## config.mk

```make
export PLATFORM = sky130hd
export DESIGN_NAME = prs_gating
export DESIGN_NICKNAME = d
export VERILOG_FILES = /design/src/hdl/prs_pkg.sv /design/src/hdl/prs_gating.sv
export SDC_FILE = /design/constraint.sdc
export NUM_CORES = 1
export LEC_CHECK = 0
export BUFFER_PORTS_ARGS = -buffer_cell sky130_fd_sc_hd__buf_2
export CELL_PAD_IN_SITES_DETAIL_PLACEMENT = 1
export CELL_PAD_IN_SITES_GLOBAL_PLACEMENT = 1
export CORE_AREA = 3 3 147 149
export DETAILED_ROUTE_END_ITERATION = 6
export DIE_AREA = 0 0 150 152
export PLACE_DENSITY_LB_ADDON = 0.1
export SLEW_MARGIN = 40
export SYNTH_ARGS = -nofsm -noshare
export SYNTH_HDL_FRONTEND = slang
export SYNTH_SLANG_ARGS = --single-unit
```

## constraint.sdc

```tcl
create_clock -name clk_sys -period 2.3 [get_ports clk_sys]
set_input_delay 0.115 -clock clk_sys [delete_from_list [all_inputs] [get_ports clk_sys]]
set_output_delay 0.115 -clock clk_sys [all_outputs]
set_load 0.005 [all_outputs]
```

## src/hdl/prs_pkg.sv

```systemverilog
// Package of constants for the peripheral reset and sleep gating block
package prs_pkg;
    localparam int unsigned NUM_PERIPH = 32;
    localparam int unsigned ADDR_WIDTH = 12;
    // Register byte offsets
    localparam logic [11:0] OFF_RUN_EN = 12'h000;
    localparam logic [11:0] OFF_SLEEP_EN = 12'h004;
    localparam logic [11:0] OFF_CTRL = 12'h008;
    localparam logic [11:0] OFF_SW_RESET = 12'h00c;
    localparam logic [11:0] OFF_STATUS = 12'h010;
    localparam logic [11:0] OFF_INT_STAT = 12'h014;
    localparam logic [11:0] OFF_INT_MASK = 12'h018;
    // Field positions
    localparam int unsigned CTRL_GATE_BIT = 0;
    localparam int unsigned STAT_SLEEP_BIT = 0;
    localparam int unsigned STAT_RST_BUSY_BIT = 1;
    localparam int unsigned INT_RST_DONE_BIT = 0;
    localparam int unsigned INT_WAKE_BIT = 1;
    localparam int unsigned INT_WIDTH = 2;
    // Reset values
    localparam logic [31:0] RUN_EN_RESET = 32'h0000_0000;
    localparam logic [31:0] SLEEP_EN_RESET = 32'h0000_0000;
    localparam logic GATE_EN_RESET = 1'b0;
    // Peripheral reset pulse length
    localparam int unsigned CLK_PERIOD_NS = 5;
    localparam int unsigned RST_PULSE_NS = 80;
    localparam int unsigned RST_PULSE_CYCLES =
        (RST_PULSE_NS + CLK_PERIOD_NS - 1) / CLK_PERIOD_NS;
    localparam logic [4:0] RST_PULSE_COUNT = 5'(RST_PULSE_CYCLES);
    typedef enum logic [1:0] {
        PRS_IDLE = 2'b00,
        PRS_PULSE = 2'b01,
        PRS_DONE = 2'b11
    } prs_rst_state_t;
endpackage

```

## src/hdl/prs_gating.sv

```systemverilog
// Peripheral reset pulsing and sleep clock gating with APB registers
//
// The implementer's own choices: the APB register port and the address map.
`timescale 1ns/1ps
`default_nettype none

// Notes on behaviour
// - A software reset request pulses the chosen peripheral's reset, then releases it.
// - Cleared sleep enable stops that peripheral's clock while the processor sleeps.
// - Run-enabled peripheral stopped in sleep resumes by itself after sleep ends.
// - Sleep gating never resets a peripheral; its state is kept throughout.
// - With gating off, sleep enables stay stored but are ignored in sleep.
// - Set sleep enable keeps the peripheral clocked in sleep; configuration unchanged.
// - A peripheral running in sleep may raise a wake event ending sleep.
module prs_gating
(
    input wire logic clk_sys,
    input wire logic reset,
    input wire logic psel,
    input wire logic penable,
    input wire logic pwrite,
    input wire logic [prs_pkg::ADDR_WIDTH-1:0] paddr,
    input wire logic [31:0] pwdata,
    output logic [31:0] prdata,
    output logic pready,
    output logic pslverr,
    input wire logic cpu_sleep,
    input wire logic [prs_pkg::NUM_PERIPH-1:0] periph_wake,
    output logic [prs_pkg::NUM_PERIPH-1:0] periph_clk_en,
    output logic [prs_pkg::NUM_PERIPH-1:0] periph_rst,
    output logic wake_req,
    output logic irq
);
    import prs_pkg::*;

    logic [NUM_PERIPH-1:0] run_en;
    logic [NUM_PERIPH-1:0] sleep_en;
    logic gate_en;
    logic [NUM_PERIPH-1:0] rst_sel;
    logic [4:0] rst_count;
    prs_rst_state_t rst_state;
    logic [INT_WIDTH-1:0] int_stat;
    logic [INT_WIDTH-1:0] int_mask;
    logic [NUM_PERIPH-1:0] next_clk_en;
    logic [NUM_PERIPH-1:0] wake_src;
    logic setup_phase;
    logic wr_fire;
    logic rd_fire;
    logic rst_done_evt;
    logic wake_evt;

    function automatic logic hit(input logic [ADDR_WIDTH-1:0] a, input logic [11:0] off);
        hit = (a == off);
    endfunction

    function automatic logic mapped(input logic [ADDR_WIDTH-1:0] a);
        mapped = hit(a, OFF_RUN_EN) || hit(a, OFF_SLEEP_EN) || hit(a, OFF_CTRL)
            || hit(a, OFF_SW_RESET) || hit(a, OFF_STATUS) || hit(a, OFF_INT_STAT)
            || hit(a, OFF_INT_MASK);
    endfunction

    // Answer in the cycle after setup, so every access takes exactly two cycles
    assign setup_phase = psel && !penable;
    assign wr_fire = psel && penable && pready && pwrite && mapped(paddr);
    assign rd_fire = psel && penable && pready && !pwrite;

    always_ff @(posedge clk_sys)
    begin
        if (reset)
        begin
            pready <= 1'b0;
            pslverr <= 1'b0;
        end
        else
        begin
            pready <= setup_phase;
            pslverr <= setup_phase && !mapped(paddr);
        end
    end

    always_ff @(posedge clk_sys)
    begin
        if (reset)
        begin
            prdata <= 32'h0000_0000;
        end
        else if (setup_phase && !pwrite)
        begin
            case (1'b1)
                hit(paddr, OFF_RUN_EN): prdata <= run_en;
                hit(paddr, OFF_SLEEP_EN): prdata <= sleep_en;
                hit(paddr, OFF_CTRL): prdata <= {31'h0000_0000, gate_en};
                hit(paddr, OFF_SW_RESET): prdata <= rst_sel;
                hit(paddr, OFF_STATUS):
                    prdata <= {30'h0000_0000, rst_state != PRS_IDLE, cpu_sleep};
                hit(paddr, OFF_INT_STAT): prdata <= {30'h0000_0000, int_stat};
                hit(paddr, OFF_INT_MASK): prdata <= {30'h0000_0000, int_mask};
                default: prdata <= 32'h0000_0000;
            endcase
        end
    end

    // Sleep settings persist whatever the gating switch says
    always_ff @(posedge clk_sys)
    begin
        if (reset)
        begin
            run_en <= RUN_EN_RESET;
            sleep_en <= SLEEP_EN_RESET;
            gate_en <= GATE_EN_RESET;
            int_mask <= '0;
        end
        else if (wr_fire)
        begin
            if (hit(paddr, OFF_RUN_EN))
                run_en <= pwdata;
            if (hit(paddr, OFF_SLEEP_EN))
                sleep_en <= pwdata;
            if (hit(paddr, OFF_CTRL))
                gate_en <= pwdata[CTRL_GATE_BIT];
            if (hit(paddr, OFF_INT_MASK))
                int_mask <= pwdata[INT_WIDTH-1:0];
        end
    end

    // Writes to the reset register while a pulse runs are dropped
    always_ff @(posedge clk_sys)
    begin
        if (reset)
        begin
            rst_state <= PRS_IDLE;
            rst_sel <= '0;
            rst_count <= 5'h00;
        end
        else
        begin
            case (rst_state)
                PRS_IDLE:
                begin
                    if (wr_fire && hit(paddr, OFF_SW_RESET) && (pwdata != 32'h0000_0000))
                    begin
                        rst_sel <= pwdata;
                        rst_count <= RST_PULSE_COUNT;
                        rst_state <= PRS_PULSE;
                    end
                end
                PRS_PULSE:
                begin
                    rst_count <= rst_count - 5'h01;
                    if (rst_count == 5'h01)
                        rst_state <= PRS_DONE;
                end
                PRS_DONE:
                begin
                    rst_sel <= '0;
                    rst_state <= PRS_IDLE;
                end
                default: rst_state <= PRS_IDLE;
            endcase
        end
    end

    assign rst_done_evt = (rst_state == PRS_DONE);

    // Reset output only from the pulse logic, never from gating
    always_ff @(posedge clk_sys)
    begin
        if (reset)
            periph_rst <= '0;
        else if (rst_state == PRS_IDLE && wr_fire && hit(paddr, OFF_SW_RESET))
            periph_rst <= pwdata;
        else if (rst_state == PRS_PULSE && rst_count == 5'h01)
            periph_rst <= '0;
    end

    genvar g;
    generate
        for (g = 0; g < NUM_PERIPH; g++)
        begin : gen_clk
            // Gating off means the sleep setting counts as set
            assign next_clk_en[g] = run_en[g] &&
                (!cpu_sleep || !gate_en || sleep_en[g]);
            assign wake_src[g] = periph_wake[g] && next_clk_en[g];
        end
    endgenerate

    always_ff @(posedge clk_sys)
    begin
        if (reset)
            periph_clk_en <= '0;
        else
            periph_clk_en <= next_clk_en;
    end

    assign wake_evt = cpu_sleep && (|wake_src);

    always_ff @(posedge clk_sys)
    begin
        if (reset)
            wake_req <= 1'b0;
        else
            wake_req <= wake_evt;
    end

    // Set beats the read clear so no event is lost
    always_ff @(posedge clk_sys)
    begin
        if (reset)
            int_stat <= '0;
        else
        begin
            for (int i = 0; i < INT_WIDTH; i++)
            begin
                if (rd_fire && hit(paddr, OFF_INT_STAT))
                    int_stat[i] <= 1'b0;
            end
            if (rst_done_evt)
                int_stat[INT_RST_DONE_BIT] <= 1'b1;
            if (wake_evt)
                int_stat[INT_WAKE_BIT] <= 1'b1;
        end
    end

    always_ff @(posedge clk_sys)
    begin
        if (reset)
            irq <= 1'b0;
        else
            irq <= |(int_stat & int_mask);
    end

    clk_follow_a: assert property (@(posedge clk_sys) disable iff (reset)
        ##1 periph_clk_en == $past(next_clk_en))
        else $error("clock enable does not follow settings");

    sleep_stop_a: assert property (@(posedge clk_sys) disable iff (reset)
        (cpu_sleep && gate_en && !sleep_en[0]) |=> !periph_clk_en[0])
        else $error("peripheral clocked in sleep without sleep enable");

    resume_run_a: assert property (@(posedge clk_sys) disable iff (reset)
        (!cpu_sleep && run_en[0]) |=> periph_clk_en[0])
        else $error("peripheral did not resume after sleep");

    gate_off_a: assert property (@(posedge clk_sys) disable iff (reset)
        (!gate_en && run_en[1]) |=> periph_clk_en[1])
        else $error("sleep setting applied while gating off");

    keep_run_a: assert property (@(posedge clk_sys) disable iff (reset)
        (cpu_sleep && sleep_en[2] && run_en[2]) |=> periph_clk_en[2])
        else $error("sleep enabled peripheral stopped");

    pulse_len_a: assert property (@(posedge clk_sys) disable iff (reset)
        $rose(|periph_rst) |-> (|periph_rst) [*8] ##1 (|periph_rst) [*8] ##1 !(|periph_rst))
        else $error("reset pulse length wrong");

    no_gate_rst_a: assert property (@(posedge clk_sys) disable iff (reset)
        (rst_state == PRS_IDLE) |=> periph_rst == '0 || $past(wr_fire))
        else $error("reset asserted without request");

    wake_out_a: assert property (@(posedge clk_sys) disable iff (reset)
        (cpu_sleep && periph_wake[3] && next_clk_en[3]) |=> wake_req)
        else $error("wake event lost");

    apb_ready_a: assert property (@(posedge clk_sys) disable iff (reset)
        (psel && !penable) |=> pready)
        else $error("slave did not answer in one cycle");

    reset_pulse_c: cover property (@(posedge clk_sys) disable iff (reset)
        rst_state == PRS_DONE);
    sleep_gate_c: cover property (@(posedge clk_sys) disable iff (reset)
        cpu_sleep && gate_en && run_en[0] && !periph_clk_en[0]);
    wake_c: cover property (@(posedge clk_sys) disable iff (reset) wake_req);
    irq_c: cover property (@(posedge clk_sys) disable iff (reset) irq);
    gate_off_c: cover property (@(posedge clk_sys) disable iff (reset)
        !gate_en && cpu_sleep && run_en[1] && periph_clk_en[1]);

    // Whole-vector checks, so every peripheral bit is watched
    awake_all_a: assert property (@(posedge clk_sys) disable iff (reset)
        !cpu_sleep |=> periph_clk_en == $past(run_en))
        else $error("awake clock enables differ from run settings");

    sleep_all_a: assert property (@(posedge clk_sys) disable iff (reset)
        (cpu_sleep && gate_en) |=> periph_clk_en == $past(run_en & sleep_en))
        else $error("sleep clock enables differ from sleep settings");

    gate_off_all_a: assert property (@(posedge clk_sys) disable iff (reset)
        !gate_en |=> periph_clk_en == $past(run_en))
        else $error("sleep settings used while gating off");

    keep_set_a: assert property (@(posedge clk_sys) disable iff (reset)
        !(wr_fire && hit(paddr, OFF_SLEEP_EN)) |=> $stable(sleep_en))
        else $error("sleep settings changed without a write");

    keep_cfg_a: assert property (@(posedge clk_sys) disable iff (reset)
        (cpu_sleep && !wr_fire) |=> $stable(run_en) && $stable(gate_en))
        else $error("configuration changed during sleep");

    rst_load_a: assert property (@(posedge clk_sys) disable iff (reset)
        (rst_state == PRS_IDLE && wr_fire && hit(paddr, OFF_SW_RESET))
        |=> periph_rst == $past(pwdata))
        else $error("reset mask not applied");

    rst_hold_a: assert property (@(posedge clk_sys) disable iff (reset)
        (rst_state == PRS_PULSE && rst_count != 5'h01) |=> $stable(periph_rst))
        else $error("reset mask changed during pulse");

    rst_drop_a: assert property (@(posedge clk_sys) disable iff (reset)
        (rst_state == PRS_DONE) |-> periph_rst == '0)
        else $error("reset still high after pulse");

    sleep_no_rst_a: assert property (@(posedge clk_sys) disable iff (reset)
        ($changed(cpu_sleep) && rst_state == PRS_IDLE && !wr_fire) |=> periph_rst == '0)
        else $error("sleep change raised a reset");

    done_flag_a: assert property (@(posedge clk_sys) disable iff (reset)
        rst_done_evt |=> int_stat[INT_RST_DONE_BIT])
        else $error("reset done flag not set");

    wake_flag_a: assert property (@(posedge clk_sys) disable iff (reset)
        wake_evt |=> int_stat[INT_WAKE_BIT])
        else $error("wake flag not set");

    irq_on_a: assert property (@(posedge clk_sys) disable iff (reset)
        (|(int_stat & int_mask)) |=> irq)
        else $error("interrupt missing");

    irq_off_a: assert property (@(posedge clk_sys) disable iff (reset)
        !(|(int_stat & int_mask)) |=> !irq)
        else $error("interrupt without unmasked flag");

    awake_no_wake_a: assert property (@(posedge clk_sys) disable iff (reset)
        !cpu_sleep |=> !wake_req)
        else $error("wake request while awake");

    err_resp_a: assert property (@(posedge clk_sys) disable iff (reset)
        (psel && !penable && !mapped(paddr)) |=> pslverr)
        else $error("unmapped access not flagged");

    ok_resp_a: assert property (@(posedge clk_sys) disable iff (reset)
        (psel && !penable && mapped(paddr)) |=> !pslverr)
        else $error("mapped access flagged");

    sleep_stat_a: assert property (@(posedge clk_sys) disable iff (reset)
        (psel && !penable && !pwrite && hit(paddr, OFF_STATUS))
        |=> prdata[STAT_SLEEP_BIT] == $past(cpu_sleep))
        else $error("status sleep bit wrong");

endmodule // prs_gating

`default_nettype wire

```

# == Word level (Yosys, flattened, before mapping) ==
# Cells that the tools add are included.
# totals
latch_bits,0
register_bits,208
inputBits,82
rom_bits,0
mem_count,0
mem_bits_rw,0
# classes
shifts,0
mul,0
order_cmp,0
n_eq_ne,11
div_mod_pow,0
mux,19
add_sub_neg,1
bitwise_logic,1
n_reduce_logical,141
# ops
operator,n
32-bit 2-to-1 mux,7
1-bit logical AND,79
32-bit one-hot mux with 2 select lines,1
1-bit logical OR,39
12-bit by 5-bit equality test with 1-bit output (second input constant),3
32-bit nonzero test,1
32-bit OR reduction,1
12-bit by 4-bit equality test with 1-bit output (second input constant),2
2-bit AND reduction,7
12-bit by 3-bit equality test with 1-bit output (second input constant),1
12-bit zero test,1
2-bit nonzero test,6
2-bit 2-to-1 mux,5
5-bit one-hot mux with 2 select lines,1
5-bit by 1-bit equality test with 1-bit output (second input constant),1
1-bit zero test,5
5-bit 2-to-1 mux,1
5-bit by 1-bit subtractor with 5-bit output (second input constant),1
2-bit != test (second input constant),2
2-bit one-hot mux with 2 select lines,1
1-bit 2-to-1 mux,3
2-bit AND,1
2-bit by 1-bit equality test with 1-bit output (second input constant),1
2-bit equality test (second input constant),1
2 further kinds,2

# == Logic depth before layout (Yosys ltp) ==
# depth
ltp_word,12
depth_mapped,10
mapped_depth_nobuf,6

# == Least setup slack after synthesis ==
# OpenSTA, ideal clock, no wires.
# synth_timing
kind,input -> register
from,in paddr[9] in the netlist's numbering
to,reg rst_sel[13]
path_buffers,3
stages,9
setup_time_ns,0.117
slack_ns,0.211
arrival_ns,1.973
required_ns,2.183
path_cell_list,nor3_1 nand3_4 or4_1 buf_4 nor2_4 nor2b_1 buf_6 buf_6 a22o_1
# synth_between
elab_chain_len,12
word_cells_on_any_way,18
# synth_lines
element,line_no,rtl
from (decl),prs_gating.sv:22,"input wire logic [prs_pkg::ADDR_WIDTH-1:0] paddr,"
12-bit by 3-bit equality test with 1-bit output or 12-bit zero test (tied branches),prs_gating.sv:53,hit = (a == off);
1-bit logical OR (2 in series),prs_gating.sv:57,"mapped = hit(a, OFF_RUN_EN) || hit(a, OFF_SLEEP_EN) || hit(a, OFF_CTRL)"
1-bit logical OR (3 in series),prs_gating.sv:58,"|| hit(a, OFF_SW_RESET) || hit(a, OFF_STATUS) || hit(a, OFF_INT_STAT)"
1-bit logical OR,prs_gating.sv:59,"|| hit(a, OFF_INT_MASK);"
1-bit logical AND,prs_gating.sv:64,assign wr_fire = psel && penable && pready && pwrite && mapped(paddr);
1-bit logical AND * (2 in series),prs_gating.sv:140,"if (wr_fire && hit(paddr, OFF_SW_RESET) && (pwdata != 32'h0000_0000))"
2-bit != test (no source line) *,--,
2-bit AND reduction (no source line) *,--,
to (signal assigned),prs_gating.sv:142,rst_sel <= pwdata;
to (decl),prs_gating.sv:39,logic [NUM_PERIPH-1:0] rst_sel;
# Every way passes the cells marked *; elsewhere a longest branch is shown, timed or not.
# A chain may end at the register's enable or synchronous reset.

# == Worst setup path in the final report ==
# layout_timing
from,reg gate_en
to,reg int_stat[1]
# layout_between
elab_chain_len,8
word_cells_on_any_way,102
# layout_lines
element,line_no,rtl
from (decl),prs_gating.sv:38,logic gate_en;
from (signal assigned),prs_gating.sv:120,gate_en <= pwdata[CTRL_GATE_BIT];
1-bit zero test *,prs_gating.sv:182,(!cpu_sleep || !gate_en || sleep_en[g]);
1-bit logical OR *,prs_gating.sv:182,
1-bit logical OR,prs_gating.sv:182,
1-bit logical AND,prs_gating.sv:181,assign next_clk_en[g] = run_en[g] &&
1-bit logical AND,prs_gating.sv:183,assign wake_src[g] = periph_wake[g] && next_clk_en[g];
32-bit OR reduction *,prs_gating.sv:195,assign wake_evt = cpu_sleep && (|wake_src);
1-bit logical AND *,prs_gating.sv:195,
1-bit 2-to-1 mux or 2-bit nonzero test (tied branches),--,
"to (signal, indexed assignment)",prs_gating.sv:215,int_stat[i] <= 1'b0;
"to (signal, indexed assignment)",prs_gating.sv:218,int_stat[INT_RST_DONE_BIT] <= 1'b1;
"to (signal, indexed assignment)",prs_gating.sv:220,int_stat[INT_WAKE_BIT] <= 1'b1;
to (decl),prs_gating.sv:42,logic [INT_WIDTH-1:0] int_stat;
# Marked as above.

==> flow_summary.yaml <==
drt:
  dr.pass1.iters: 5
  routed-via-count: 8082
  wl_per_cell_microns: 21.8
  drt-initial-drc-count: 540
  drt_wl_total_microns: 31500
  drc_errors: 0
  viasPerCell: 5.58
  postRouteAntennaNets: 0
global_routing:
  grt_pass1_vias: 8302
  antenna_found_initial: 1
  grt_pass1_wl_microns: 48300
  grt_util_met1_pct: 35.9
  overflow: 0
  grt_util_met2_pct: 45.0
  grt.busiest_layer: "met2"
  met3_usage_pct: 3.84
  grt_max_degree: 179
  grt_usage_pct: 26.8
critical_path:
  timing.rr.end: "int_stat[1]"
  reg2reg_from: "gate_en"
  crit_fanout: 25
  crit_path_end_kind: "register"
  crit_type: "register to register"
  reg2reg_depth: 7
  worstPathRequired_ns: 2.66
  start_kind: "register"
  ff2ff_setup_slack_ns: 0.14
  arrival_ns: 2.52
sta:
  tightest_slew_ns: 0.825
  finalHoldViolations: 0
  setup_tns_ns: 0
  period_share_pct: 94.1
  finalMaxSlewViolations: 0
  fmaxAchievable_mhz: 462
  grt_setup_unrepaired: "no"
  slew_headroom_pct: 45.0
  setup_viol: 0
  min_period_ns: 2.16
  skew_ns: 0.00942
yosys:
  syn-num-nets: 1031
  yosys_warnings: 0
  synth_edf_count: 0
  synth_area_leader_cell: "dfxtp_1"
  netlist_instances: 947
  synth-async-reset-ratio_pct: 0
  netlist_top_cells_area: "dfxtp_1 (51%), nand2_1 (8.1%), a21oi_1 (7.4%)"
  synth_top_area_share_pct: 51.4
  yosysSeqAreaShare_pct: 51.4
  ys_ff_latch: 208
  syn_area_sq_um: 8100
  ys.flop_type: "dfxtp_1"
  synthDistinctLibCells: 50
  synth_most_common_cell: "dfxtp_1"
  synthTopCellsByCount: "dfxtp_1 (208), nand2_1 (174), a21oi_1 (119)"
  syn_avg_cell_area_sq_um: 8.55
floorplanning:
  initial_core_util_pct: 39.9
  die-area_sq_um: 22800
  rows: 52
  core_area_sq_um: 20300
  io_pins: 182
  die_w_microns: 150
  die_height_microns: 152
pwr:
  power.total_mw: 8.65
  peakVddDrop_mv: 0.447
  power_density_nw_per_um2: 800
  leakage_nw: 4.36
layout:
  diodes: 0
  drive_above_1_share_pct: 23.9
  syn2layout_area_growth_pct: 33.5
  fin_nets: 1244
  final.fill_count: 2422
clocking:
  clk_path_buf_depth: 3
  cts_buffers: 24
  clk_pin_slew_ns: 0.06
  cts_tree: "yes"
  clkLatencyLatePin_ns: 0.51
  cts.sinks: 208
  cts_setup_buffers: 0
  htreeDepth: 1
  ctsRootBufferMaster: "clkbuf_16"
placement:
  place.gp.congestion: 0.820
  dpl.hpwl_microns: 21000
  port_buffers: 181
run_status:
  outcome: "complete, no violations"
run:
  cap_violations: 0
worst_hold_path:
  hold_path.class: "input port to register"
  holdPathStages: 4
  worstHoldStart: "paddr[4]"
  min_to: "pslverr"
-- repair_timing --
item	CTS	global route
hold endpoints to repair	125	0
gates resized for setup	0	4
endpoints found under the setup margin	0	2
hold buffers	33	0
-- kinds of logic after synthesis --
| group | Yosys count | share of synthesized area [%] |
|---|---|---|
| DFF | 208 | 51.4 |
| and+or+nand+nor | 368 | 21.3 |
| muxes | 4 | 0.494 |
| buffers and inverters | 84 | 4.19 |
| adders and majority gates | 2 | 0.309 |
| xor gates and xnor gates | 1 | 0.108 |
| AOI/OAI and AO/OA | 280 | 22.2 |
-- critical path, stage by stage (launching register included) --
cell and delay (ns):
dfxtp_1 0.37, nand2_2 0.11, buf_12 0.17, o211ai_1 0.39
o2111ai_1 0.16, or4_1 0.52, o21ai_1 0.19, a21oi_1 0.08
-- stage by stage --
stage	cell area [sq um]	hold WS (ns)	std cells	setup slack (ns)	util, %
after floorplan	8100	0.240	947	0.211	-
after global placement	9510	0.406	1371	0.102	46.9
after detailed placement	9520	0.413	1371	0.0875	46.9
after CTS	10800	0.0213	1448	0.0568	53.3
after global routing	10800	0.0671	1448	0.0533	53.3
final	10800	0.0519	1448	0.137	53.3
-- flip-flops by register name (all words and copies together), names as in the netlist, 2 cells and up --
name,flops
int_mask,2
int_stat,2
periph_clk_en,32
periph_rst,32
prdata,32
rst_count,5
rst_sel,32
rst_state,2
run_en,32
sleep_en,32
-- cell type report --
cell class	instances	area [sq um]	share of cell area (%)
inverter	12	45.0	0.417
clock inverter	14	279	2.58
multi-input combinational	655	3640	33.7
sequential	208	4160	38.5
timing repair buffer	259	1660	15.4
clock buffer	30	684	6.33
tap	270	338	3.12
-- cells in the final DEF, fill, tap and decap left out, types with 4 or more instances in the layout --
cell type / synthesis / final
mux2i_1: 4 / 4
bufinv_16: 0 / 8
nor4_1: 11 / 10
a22oi_1: 32 / 32
or4_1: 4 / 4
a22o_1: 33 / 33
dfxtp_1: 208 / 208
nand3b_1: 16 / 16
nor3b_1: 18 / 17
o211ai_1: 25 / 25
o21ai_1: 1 / 5
clkbuf_8: 0 / 4
o21ai_0: 23 / 19
o2111ai_1: 7 / 7
nand3_1: 35 / 35
nor3_1: 7 / 6
a211oi_1: 31 / 31
dlygate4sd3_1: 0 / 33
a21oi_1: 119 / 119
nand2_1: 174 / 173
nand4_1: 4 / 4
inv_1: 12 / 12
buf_4: 1 / 39
buf_2: 4 / 180
nor2_1: 78 / 77
clkbuf_16: 0 / 25
buf_12: 0 / 7
-- worst max path at each step --
stage,from,to,slack [ns],cells after the start
after global placement,gate_en,int_stat[1],0.10,7
after detailed placement,gate_en,int_stat[1],0.09,7
after global routing,gate_en,int_stat[1],0.05,7
final,gate_en,int_stat[1],0.14,7
after floorplan,paddr[9],rst_sel[13],0.21,9
after CTS,gate_en,int_stat[1],0.06,7
-- routing by layer --
layer  share of wire [%]  routed length [microns]
met5               0.035                       11
met1                  43                    13500
met4                 2.7                      840
met3                 6.0                     1880
met2                  48                    15300
-- power by group --
group	internal, mW	total [mW]	switching (mW)
sequential	3.63	3.65	0.0166
combinational	0.169	0.433	0.264
clock	3.01	4.57	1.57
No activity file was read; power rests on OpenSTA's default activity.
